==> config.mk <==
export PLATFORM = sky130hd
export DESIGN_NAME = wdrl_top
export DESIGN_NICKNAME = d
export VERILOG_FILES = /design/src/logic/wdrl_pkg.sv /design/src/logic/wdrl_tick_div.sv /design/src/logic/wdrl_top.sv
export VERILOG_INCLUDE_DIRS = /design/src /design/src/logic
export SDC_FILE = /design/constraint.sdc
export NUM_CORES = 1
export LEC_CHECK = 0
export ABC_AREA = 1
export BUFFER_PORTS_ARGS = -buffer_cell sky130_fd_sc_hd__buf_2
export CORE_ASPECT_RATIO = 0.5
export CORE_MARGIN = 1
export CORE_UTILIZATION = 40
export CTS_CLUSTER_SIZE = 12
export DETAILED_ROUTE_END_ITERATION = 16
export GPL_ROUTABILITY_DRIVEN = 0
export PLACE_DENSITY = 0.61
export SLEW_MARGIN = 20
export SYNTH_ARGS = -nofsm -noshare
export SYNTH_HDL_FRONTEND = slang
export SYNTH_HIERARCHICAL = 1
export SYNTH_SLANG_ARGS = --single-unit
==> constraint.sdc <==
create_clock -name clk -period 2.13 [get_ports clk]
set_clock_uncertainty 0.05 [all_clocks]
set_input_delay 0.213 -clock clk [delete_from_list [all_inputs] [get_ports clk]]
set_output_delay 0.213 -clock clk [all_outputs]
set_load 0.05 [all_outputs]
==> src/logic/wdrl_params.svh <==
// Register offsets, reset values and timing counts for the watchdog reload/lock block
`ifndef WDRL_PARAMS_SVH
`define WDRL_PARAMS_SVH
`define WDRL_ADDR_W 12
`define WDRL_OFS_KEY 12'hff0
`define WDRL_OFS_UPPER 12'hff1
`define WDRL_OFS_MIDDLE 12'hff2
`define WDRL_OFS_LOWER 12'hff3
`define WDRL_OFS_IRQ_STAT 12'hff4
`define WDRL_OFS_IRQ_MASK 12'hff5
`define WDRL_OFS_CTRL 12'hff6
`define WDRL_KEY_FIRST 8'h55
`define WDRL_KEY_SECOND 8'haa
`define WDRL_RST_UPPER 8'h00
`define WDRL_RST_MIDDLE 8'h04
`define WDRL_RST_LOWER 8'h00
`define WDRL_CNT_MAX 24'hffffff
`define WDRL_CNT_NOREFRESH 24'h000002
`define WDRL_CNT_ZERO 24'h000000
`define WDRL_CNT_ONE 24'h000001
`define WDRL_TICK_HZ 10000
`define WDRL_CLK_HZ 25000000
`define WDRL_TICK_DIV (`WDRL_CLK_HZ / `WDRL_TICK_HZ)
`define WDRL_STAT_TIMEOUT 0
`define WDRL_STAT_RESET 1
`define WDRL_STAT_UNLOCK_ERR 2
`endif

==> src/logic/wdrl_pkg.sv <==
// Types shared by the watchdog reload/lock block
package wdrl_pkg;
    // Gray coded along locked, first key, upper, middle, lower
    typedef enum logic [2:0] {
        WDRL_LOCKED = 3'b000,
        WDRL_KEY1 = 3'b001,
        WDRL_OPEN_U = 3'b011,
        WDRL_OPEN_H = 3'b010,
        WDRL_OPEN_L = 3'b110
    } wdrl_lock_e;
endpackage

==> src/logic/wdrl_tick_div.sv <==
// Divider that makes the slow watchdog count enable from the system clock
`timescale 1ns/1ps
`include "wdrl_params.svh"
module wdrl_tick_div (
    input wire logic clk,
    input wire logic sys_rst,
    output logic tickPulse
);
    localparam int Div = `WDRL_TICK_DIV;
    logic [11:0] divCnt_q;
    logic [11:0] divCnt_d;
    logic tick_d;

    // Count down and pulse once per period
    always_comb begin
        tick_d = 1'b0;
        if (divCnt_q == 12'h000) begin
            divCnt_d = 12'(Div - 1);
            tick_d = 1'b1;
        end else begin
            divCnt_d = divCnt_q - 12'h001;
        end
    end

    // Registered so the pulse is glitch free
    always_ff @(posedge clk) begin
        if (sys_rst) begin
            divCnt_q <= 12'(Div - 1);
            tickPulse <= 1'b0;
        end else begin
            divCnt_q <= divCnt_d;
            tickPulse <= tick_d;
        end
    end
endmodule

==> src/logic/wdrl_top.sv <==
// Watchdog reload registers with unlock sequence, down-counter and interrupt status
`timescale 1ns/1ps
`include "wdrl_params.svh"
module wdrl_top (
    input wire logic clk,
    input wire logic sys_rst,
    input wire logic [11:0] regAddr,
    input wire logic [7:0] regWdata,
    input wire logic regWr,
    input wire logic regRd,
    output logic [7:0] regRdata,
    input wire logic refreshInstruction,
    input wire logic timeoutResponseOption,
    output logic wdtIrq,
    output logic wdtSysReset,
    output logic [7:0] resetCauseRegister
);
    logic tickPulse;
    wdrl_pkg::wdrl_lock_e lock_q;
    wdrl_pkg::wdrl_lock_e lock_d;
    logic [23:0] reload_q;
    logic [23:0] reload_d;
    logic [23:0] count_q;
    logic [23:0] count_d;
    logic enabled_q;
    logic enabled_d;
    logic [2:0] stat_q;
    logic [2:0] stat_d;
    logic [2:0] mask_q;
    logic [2:0] mask_d;
    logic [7:0] rdata_d;
    logic irq_d;
    logic sysRst_d;
    logic timeoutEv;
    logic unlockErrEv;
    logic optSync1_q;
    logic optSync2_q;
    logic [2:0] statSet;
    logic [2:0] statClr;
    logic [7:0] cause_d;

    wdrl_tick_div u_div (
        .clk(clk),
        .sys_rst(sys_rst),
        .tickPulse(tickPulse)
    );

    // Option bit is a strap pin, so resync it before use
    always_ff @(posedge clk) begin
        if (sys_rst) begin
            optSync1_q <= 1'b0;
            optSync2_q <= 1'b0;
        end else begin
            optSync1_q <= timeoutResponseOption;
            optSync2_q <= optSync1_q;
        end
    end

    // Lock sequencer and reload byte storage
    always_comb begin
        lock_d = lock_q;
        reload_d = reload_q;
        unlockErrEv = 1'b0;
        if (regWr) begin
            case (lock_q)
                wdrl_pkg::WDRL_LOCKED: begin
                    // Key bytes only step the sequencer, nothing is stored
                    if (regAddr == `WDRL_OFS_KEY && regWdata == `WDRL_KEY_FIRST) begin
                        lock_d = wdrl_pkg::WDRL_KEY1;
                    end else if (regAddr == `WDRL_OFS_UPPER || regAddr == `WDRL_OFS_MIDDLE ||
                                 regAddr == `WDRL_OFS_LOWER) begin
                        unlockErrEv = 1'b1;
                    end
                end
                wdrl_pkg::WDRL_KEY1: begin
                    if (regAddr == `WDRL_OFS_KEY && regWdata == `WDRL_KEY_SECOND) begin
                        lock_d = wdrl_pkg::WDRL_OPEN_U;
                    end else begin
                        lock_d = wdrl_pkg::WDRL_LOCKED;
                    end
                end
                wdrl_pkg::WDRL_OPEN_U: begin
                    if (regAddr == `WDRL_OFS_UPPER) begin
                        reload_d[23:16] = regWdata;
                        lock_d = wdrl_pkg::WDRL_OPEN_H;
                    end else begin
                        lock_d = wdrl_pkg::WDRL_LOCKED;
                    end
                end
                wdrl_pkg::WDRL_OPEN_H: begin
                    if (regAddr == `WDRL_OFS_MIDDLE) begin
                        reload_d[15:8] = regWdata;
                        lock_d = wdrl_pkg::WDRL_OPEN_L;
                    end else begin
                        lock_d = wdrl_pkg::WDRL_LOCKED;
                    end
                end
                wdrl_pkg::WDRL_OPEN_L: begin
                    if (regAddr == `WDRL_OFS_LOWER) begin
                        reload_d[7:0] = regWdata;
                    end
                    // Lower byte closes the window; any other write relocks as well
                    lock_d = wdrl_pkg::WDRL_LOCKED;
                end
                default: begin
                    lock_d = wdrl_pkg::WDRL_LOCKED;
                end
            endcase
        end
    end

    always_ff @(posedge clk) begin
        if (sys_rst) begin
            lock_q <= wdrl_pkg::WDRL_LOCKED;
            reload_q <= {`WDRL_RST_UPPER, `WDRL_RST_MIDDLE, `WDRL_RST_LOWER};
        end else begin
            lock_q <= lock_d;
            reload_q <= reload_d;
        end
    end

    // Down-counter: refresh reloads it, the slow tick counts it down.
    // The first refresh also starts the counter; there is no way to stop it
    // again except a time-out in reset mode or a system reset.
    always_comb begin
        count_d = count_q;
        enabled_d = enabled_q;
        timeoutEv = 1'b0;
        sysRst_d = wdtSysReset;
        // Near the end a late refresh would race the time-out, so it is dropped
        if (refreshInstruction && !(enabled_q && count_q <= `WDRL_CNT_NOREFRESH)) begin
            count_d = reload_q;
            enabled_d = 1'b1;
        end else if (enabled_q && tickPulse) begin
            if (count_q == `WDRL_CNT_ZERO) begin
                // Interrupt mode keeps running from the top instead of reloading
                count_d = `WDRL_CNT_MAX;
            end else begin
                count_d = count_q - `WDRL_CNT_ONE;
            end
            if (count_q == `WDRL_CNT_ONE) begin
                // The count reaches zero on this tick in interrupt mode; reset mode reloads it below
                timeoutEv = 1'b1;
                if (optSync2_q) begin
                    // Reset mode: stop and hold the request until reset arrives
                    count_d = reload_q;
                    enabled_d = 1'b0;
                    sysRst_d = 1'b1;
                end
            end
        end
    end

    // Sticky status with write-one-to-clear, and its mask.
    // A set and a clear in the same cycle leave the bit set, so no event is lost.
    always_comb begin
        statSet = 3'h0;
        statClr = 3'h0;
        mask_d = mask_q;
        statSet[`WDRL_STAT_TIMEOUT] = timeoutEv;
        statSet[`WDRL_STAT_RESET] = timeoutEv && optSync2_q;
        statSet[`WDRL_STAT_UNLOCK_ERR] = unlockErrEv;
        if (regWr && regAddr == `WDRL_OFS_IRQ_STAT) begin
            statClr = regWdata[2:0];
        end
        if (regWr && regAddr == `WDRL_OFS_IRQ_MASK) begin
            mask_d = regWdata[2:0];
        end
        stat_d = (stat_q & ~statClr) | statSet;
        // Level interrupt follows the next status so it needs no extra stage
        irq_d = |(stat_d & mask_d);
    end

    // Read mux; the data stand in the cycle after the read strobe only.
    // Reload addresses show the live count, never the stored reload bytes,
    // so software cannot read back what it programmed.
    always_comb begin
        rdata_d = 8'h00;
        // Cause output lags status by one cycle, the same as a key-port read
        cause_d = {5'h00, stat_q};
        if (regRd) begin
            case (regAddr)
                `WDRL_OFS_KEY: begin
                    rdata_d = {5'h00, stat_q};
                end
                `WDRL_OFS_UPPER: begin
                    rdata_d = count_q[23:16];
                end
                `WDRL_OFS_MIDDLE: begin
                    rdata_d = count_q[15:8];
                end
                `WDRL_OFS_LOWER: begin
                    rdata_d = count_q[7:0];
                end
                `WDRL_OFS_IRQ_STAT: begin
                    rdata_d = {5'h00, stat_q};
                end
                `WDRL_OFS_IRQ_MASK: begin
                    rdata_d = {5'h00, mask_q};
                end
                `WDRL_OFS_CTRL: begin
                    rdata_d = {7'h00, enabled_q};
                end
                default: begin
                    rdata_d = 8'h00;
                end
            endcase
        end
    end

    // Counter, status and output registers.
    // Every output comes straight from a flip-flop here.
    always_ff @(posedge clk) begin
        if (sys_rst) begin
            count_q <= {`WDRL_RST_UPPER, `WDRL_RST_MIDDLE, `WDRL_RST_LOWER};
            enabled_q <= 1'b0;
            stat_q <= 3'h0;
            mask_q <= 3'h0;
            regRdata <= 8'h00;
            wdtIrq <= 1'b0;
            wdtSysReset <= 1'b0;
            resetCauseRegister <= 8'h00;
        end else begin
            count_q <= count_d;
            enabled_q <= enabled_d;
            stat_q <= stat_d;
            mask_q <= mask_d;
            regRdata <= rdata_d;
            wdtIrq <= irq_d;
            wdtSysReset <= sysRst_d;
            resetCauseRegister <= cause_d;
        end
    end
endmodule

==> flow_summary.yaml <==
run_status:
  status: "finished, final reports clean"
route:
  post_drt_wl_per_cell_um: 13.97
  drtIter0Drc: 337
  antenna_left: 0
  routed_wl_um: 13150
  num_vias: 4747
  drt_pass1_iterations: 5
  via_per_inst: 5.045
  drc: 0
placement:
  port_buffers: 38
  dp_hpwl_um: 10170
logic_synthesis:
  ys_warn_count: 6
  synth_area_leaders: "dfxtp_1 35%, nand2_1 9.5%, inv_1 7.4%"
  ys_seq_area_share_pct: 35.21
  synth_top_area_share_pct: 35.21
  ys_types: 43
  synth_fa_ha_area_share_pct: 1.535
  synth_compound_area_share_pct: 18.35
  post-synth-top-area-cell: "dfxtp_1"
  synth_xor_xnor_area_share_pct: 1.075
  netlist_instances: 717
  netlist_area_mm2: 0.004890
  synth_top_flop_cell: "dfxtp_1"
  synth.most_common_cell: "nand2_1"
  ys_ff_latch: 86
  netlist_top_cells_count: "124 x nand2_1, 96 x inv_1, 86 x dfxtp_1"
  synth_edf_count: 0
  synthMuxAreaShare_pct: 0
  async_reset_ff_share_pct: 0
  syn_area_per_cell_um2: 6.820
  synthSimpleGateAreaFrac_pct: 32.86
  synth_top_family_by_area: "simple AND/OR/NAND/NOR gates"
die:
  fp-row-count: 28
  core_mm2: 0.01188
  start_util_pct: 41.17
  die_h_um: 80.18
  design.die.area_mm2: 0.01270
  pin_count: 44
  die_width_um: 158.4
timing:
  slew_viol_final: 0
  timing.hold.ws_ps: 24.71
  period_needed_ps: 1942
  rsz0062_at_grt: "no"
  setup_violations: 0
  fmax_mhz: 514.9
  timing.final.crit_share_pct: 91.17
  hold_violations: 0
  fin_setup_tns_ps: 0
pwr:
  irDropWorstVdd_uv: 377.4
  seqPwrFrac_pct: 45.5
  power_density_mw_per_mm2: 661.9
  p_int_uw: 2664
  p_leak_uw: 0.002436
  clkPwrFrac_pct: 39.2
  total_power_uw: 3744
  p_switching_uw: 1080
  p_sw_share_pct: 28.85
  p_comb_share_pct: 15.3
run:
  max_cap_violations: 0
grt:
  grt_pass1_vias: 4359
  antenna_found_initial: 0
  grt_pass1_wl_um: 21710
  grt_usage_pct: 22.40
  grt_overflow: 0
  grt_max_degree: 38
cells_and_area:
  register_area_mm2: 0.001722
  drive_gt1_share_pct: 18.69
  nFillCells: 1208
  multi_input_area_mm2: 0.002655
  fin_nets: 803
  syn2layout_area_growth_pct: 15.69
  diodes: 0
setup_path:
  worstSetupStartpointType: "flop"
  cp_data_arrival_time_ps: 2120
  critPathMaxFanout: 19
  endpoint_kind: "flop"
  crit_type: "reg -> reg"
  crit_required_ps: 2310
clock_tree:
  clk_pin_slew_ps: 70
  clk_latency_ps: 340
  ctsRootBufferMaster: "clkbuf_16"
  numCtsBuffers: 9
  cts_max_level: 3
  tritoncts_num_sinks: 86
  clockBufferDepth: 2
  cts_tree: "done"
worst_hold_path:
  hp-class: "in -> reg"
## cell families (layout without fill, tap and decap cells)
group           after synthesis  in the layout
compound gates              159            159
xor+xnor                      6              6
fa+ha+maj                     6              6
buf+inv                     126            181
flops                        86             86
other cells                   1              5
simple gates                333            333
## flip-flops by register name, summed over array words and instances, names as in the netlist
register / count
wdtIrq: 1
regRdata: 8
u_div/divCnt_q: 12
enabled_q: 1
optSync1_q: 1
optSync2_q: 1
resetCauseRegister: 3
lock_q: 3
reload_q: 24
mask_q: 3
u_div/tickPulse: 1
count_q: 24
wdtSysReset: 1
stat_q: 3
## cell type report
cell class	instances	area share [%]
clock buffer	11	4.291
multi-input combinational	509	46.94
sequential	86	30.44
clock inverter	5	0.6193
inverter	100	6.680
timing repair buffer	65	7.388
tap	165	3.650
## cells in the final DEF, fill, tap and decap left out, types with 4 or more instances in the layout
cell / count
nor3_1: 6
nor2_4: 5
a21oi_1: 58
o22ai_1: 5
nand2_1: 124
xor2_1: 4
o21ai_0: 67
conb_1: 5
nand4_1: 26
o21ai_2: 10
clkbuf_16: 9
nand3_2: 4
dfxtp_1: 86
ha_1: 6
nor2_2: 8
nand2_2: 16
a21oi_2: 10
o211ai_1: 4
nor2_1: 77
buf_4: 25
nand3_1: 54
inv_1: 96
buf_2: 38
## what timing repair did
action,in CTS,in global routing
setup endpoints to repair,0,2
hold buffers,0,0
setup buffers,0,0
resized for setup,0,1
## per-layer routing
metal	GRT usage [%]	up-vias	part of all wire, %
li1	-	2456	-
met1	30.46	2159	50
met2	36.80	118	45
met3	3.940	14	4.5
met4	5.096	0	1.0
met5	0	-	0
## stage by stage
step                      cell area, um^2  cells  worst slack, ps  utilization, %
after floorplan                      4905    721            442.3               -
after global placement               5374    925            255.0           45.25
after detailed placement             5374    925            167.0           45.25
after CTS                            5652    941            168.7           47.59
after global routing                 5657    941            37.08           47.63
final                                5657    941            188.0           47.63
## critical path, cell delays in order, from the launching register on
cell	delay, ps
dfxtp_1	350
nor2_1	210
nand2_1	140
nor2_4	210
nand3_2	100
nand2_2	150
nand2_4	140
buf_12	190
o21ai_0	200
a21oi_1	90
## power by group through the flow
stage	sequential [uW]	combinational, uW	clock (uW)
detailed placement	1740	564	0
floorplan	1720	407	0
global placement	1740	560	0
CTS	1700	568	1510
global route	1710	641	1570
finish	1700	573	1470
## path summary, 6_finish.rpt
path / startpoint / to / slack [ps] / depth (start not counted)
max reg2reg: count_q[16]$_SDFFE_PP0P_ / count_q[23]$_SDFFE_PP0P_ / 190 / 9
min reg2reg: optSync1_q$_SDFF_PP0_ / optSync2_q$_SDFF_PP0_ / 360 / 2
max: count_q[16]$_SDFFE_PP0P_ / count_q[23]$_SDFFE_PP0P_ / 190 / 9
min: timeoutResponseOption / optSync1_q$_SDFF_PP0_ / 20 / 3
Note: power is estimated with default switching activity, not from simulation.
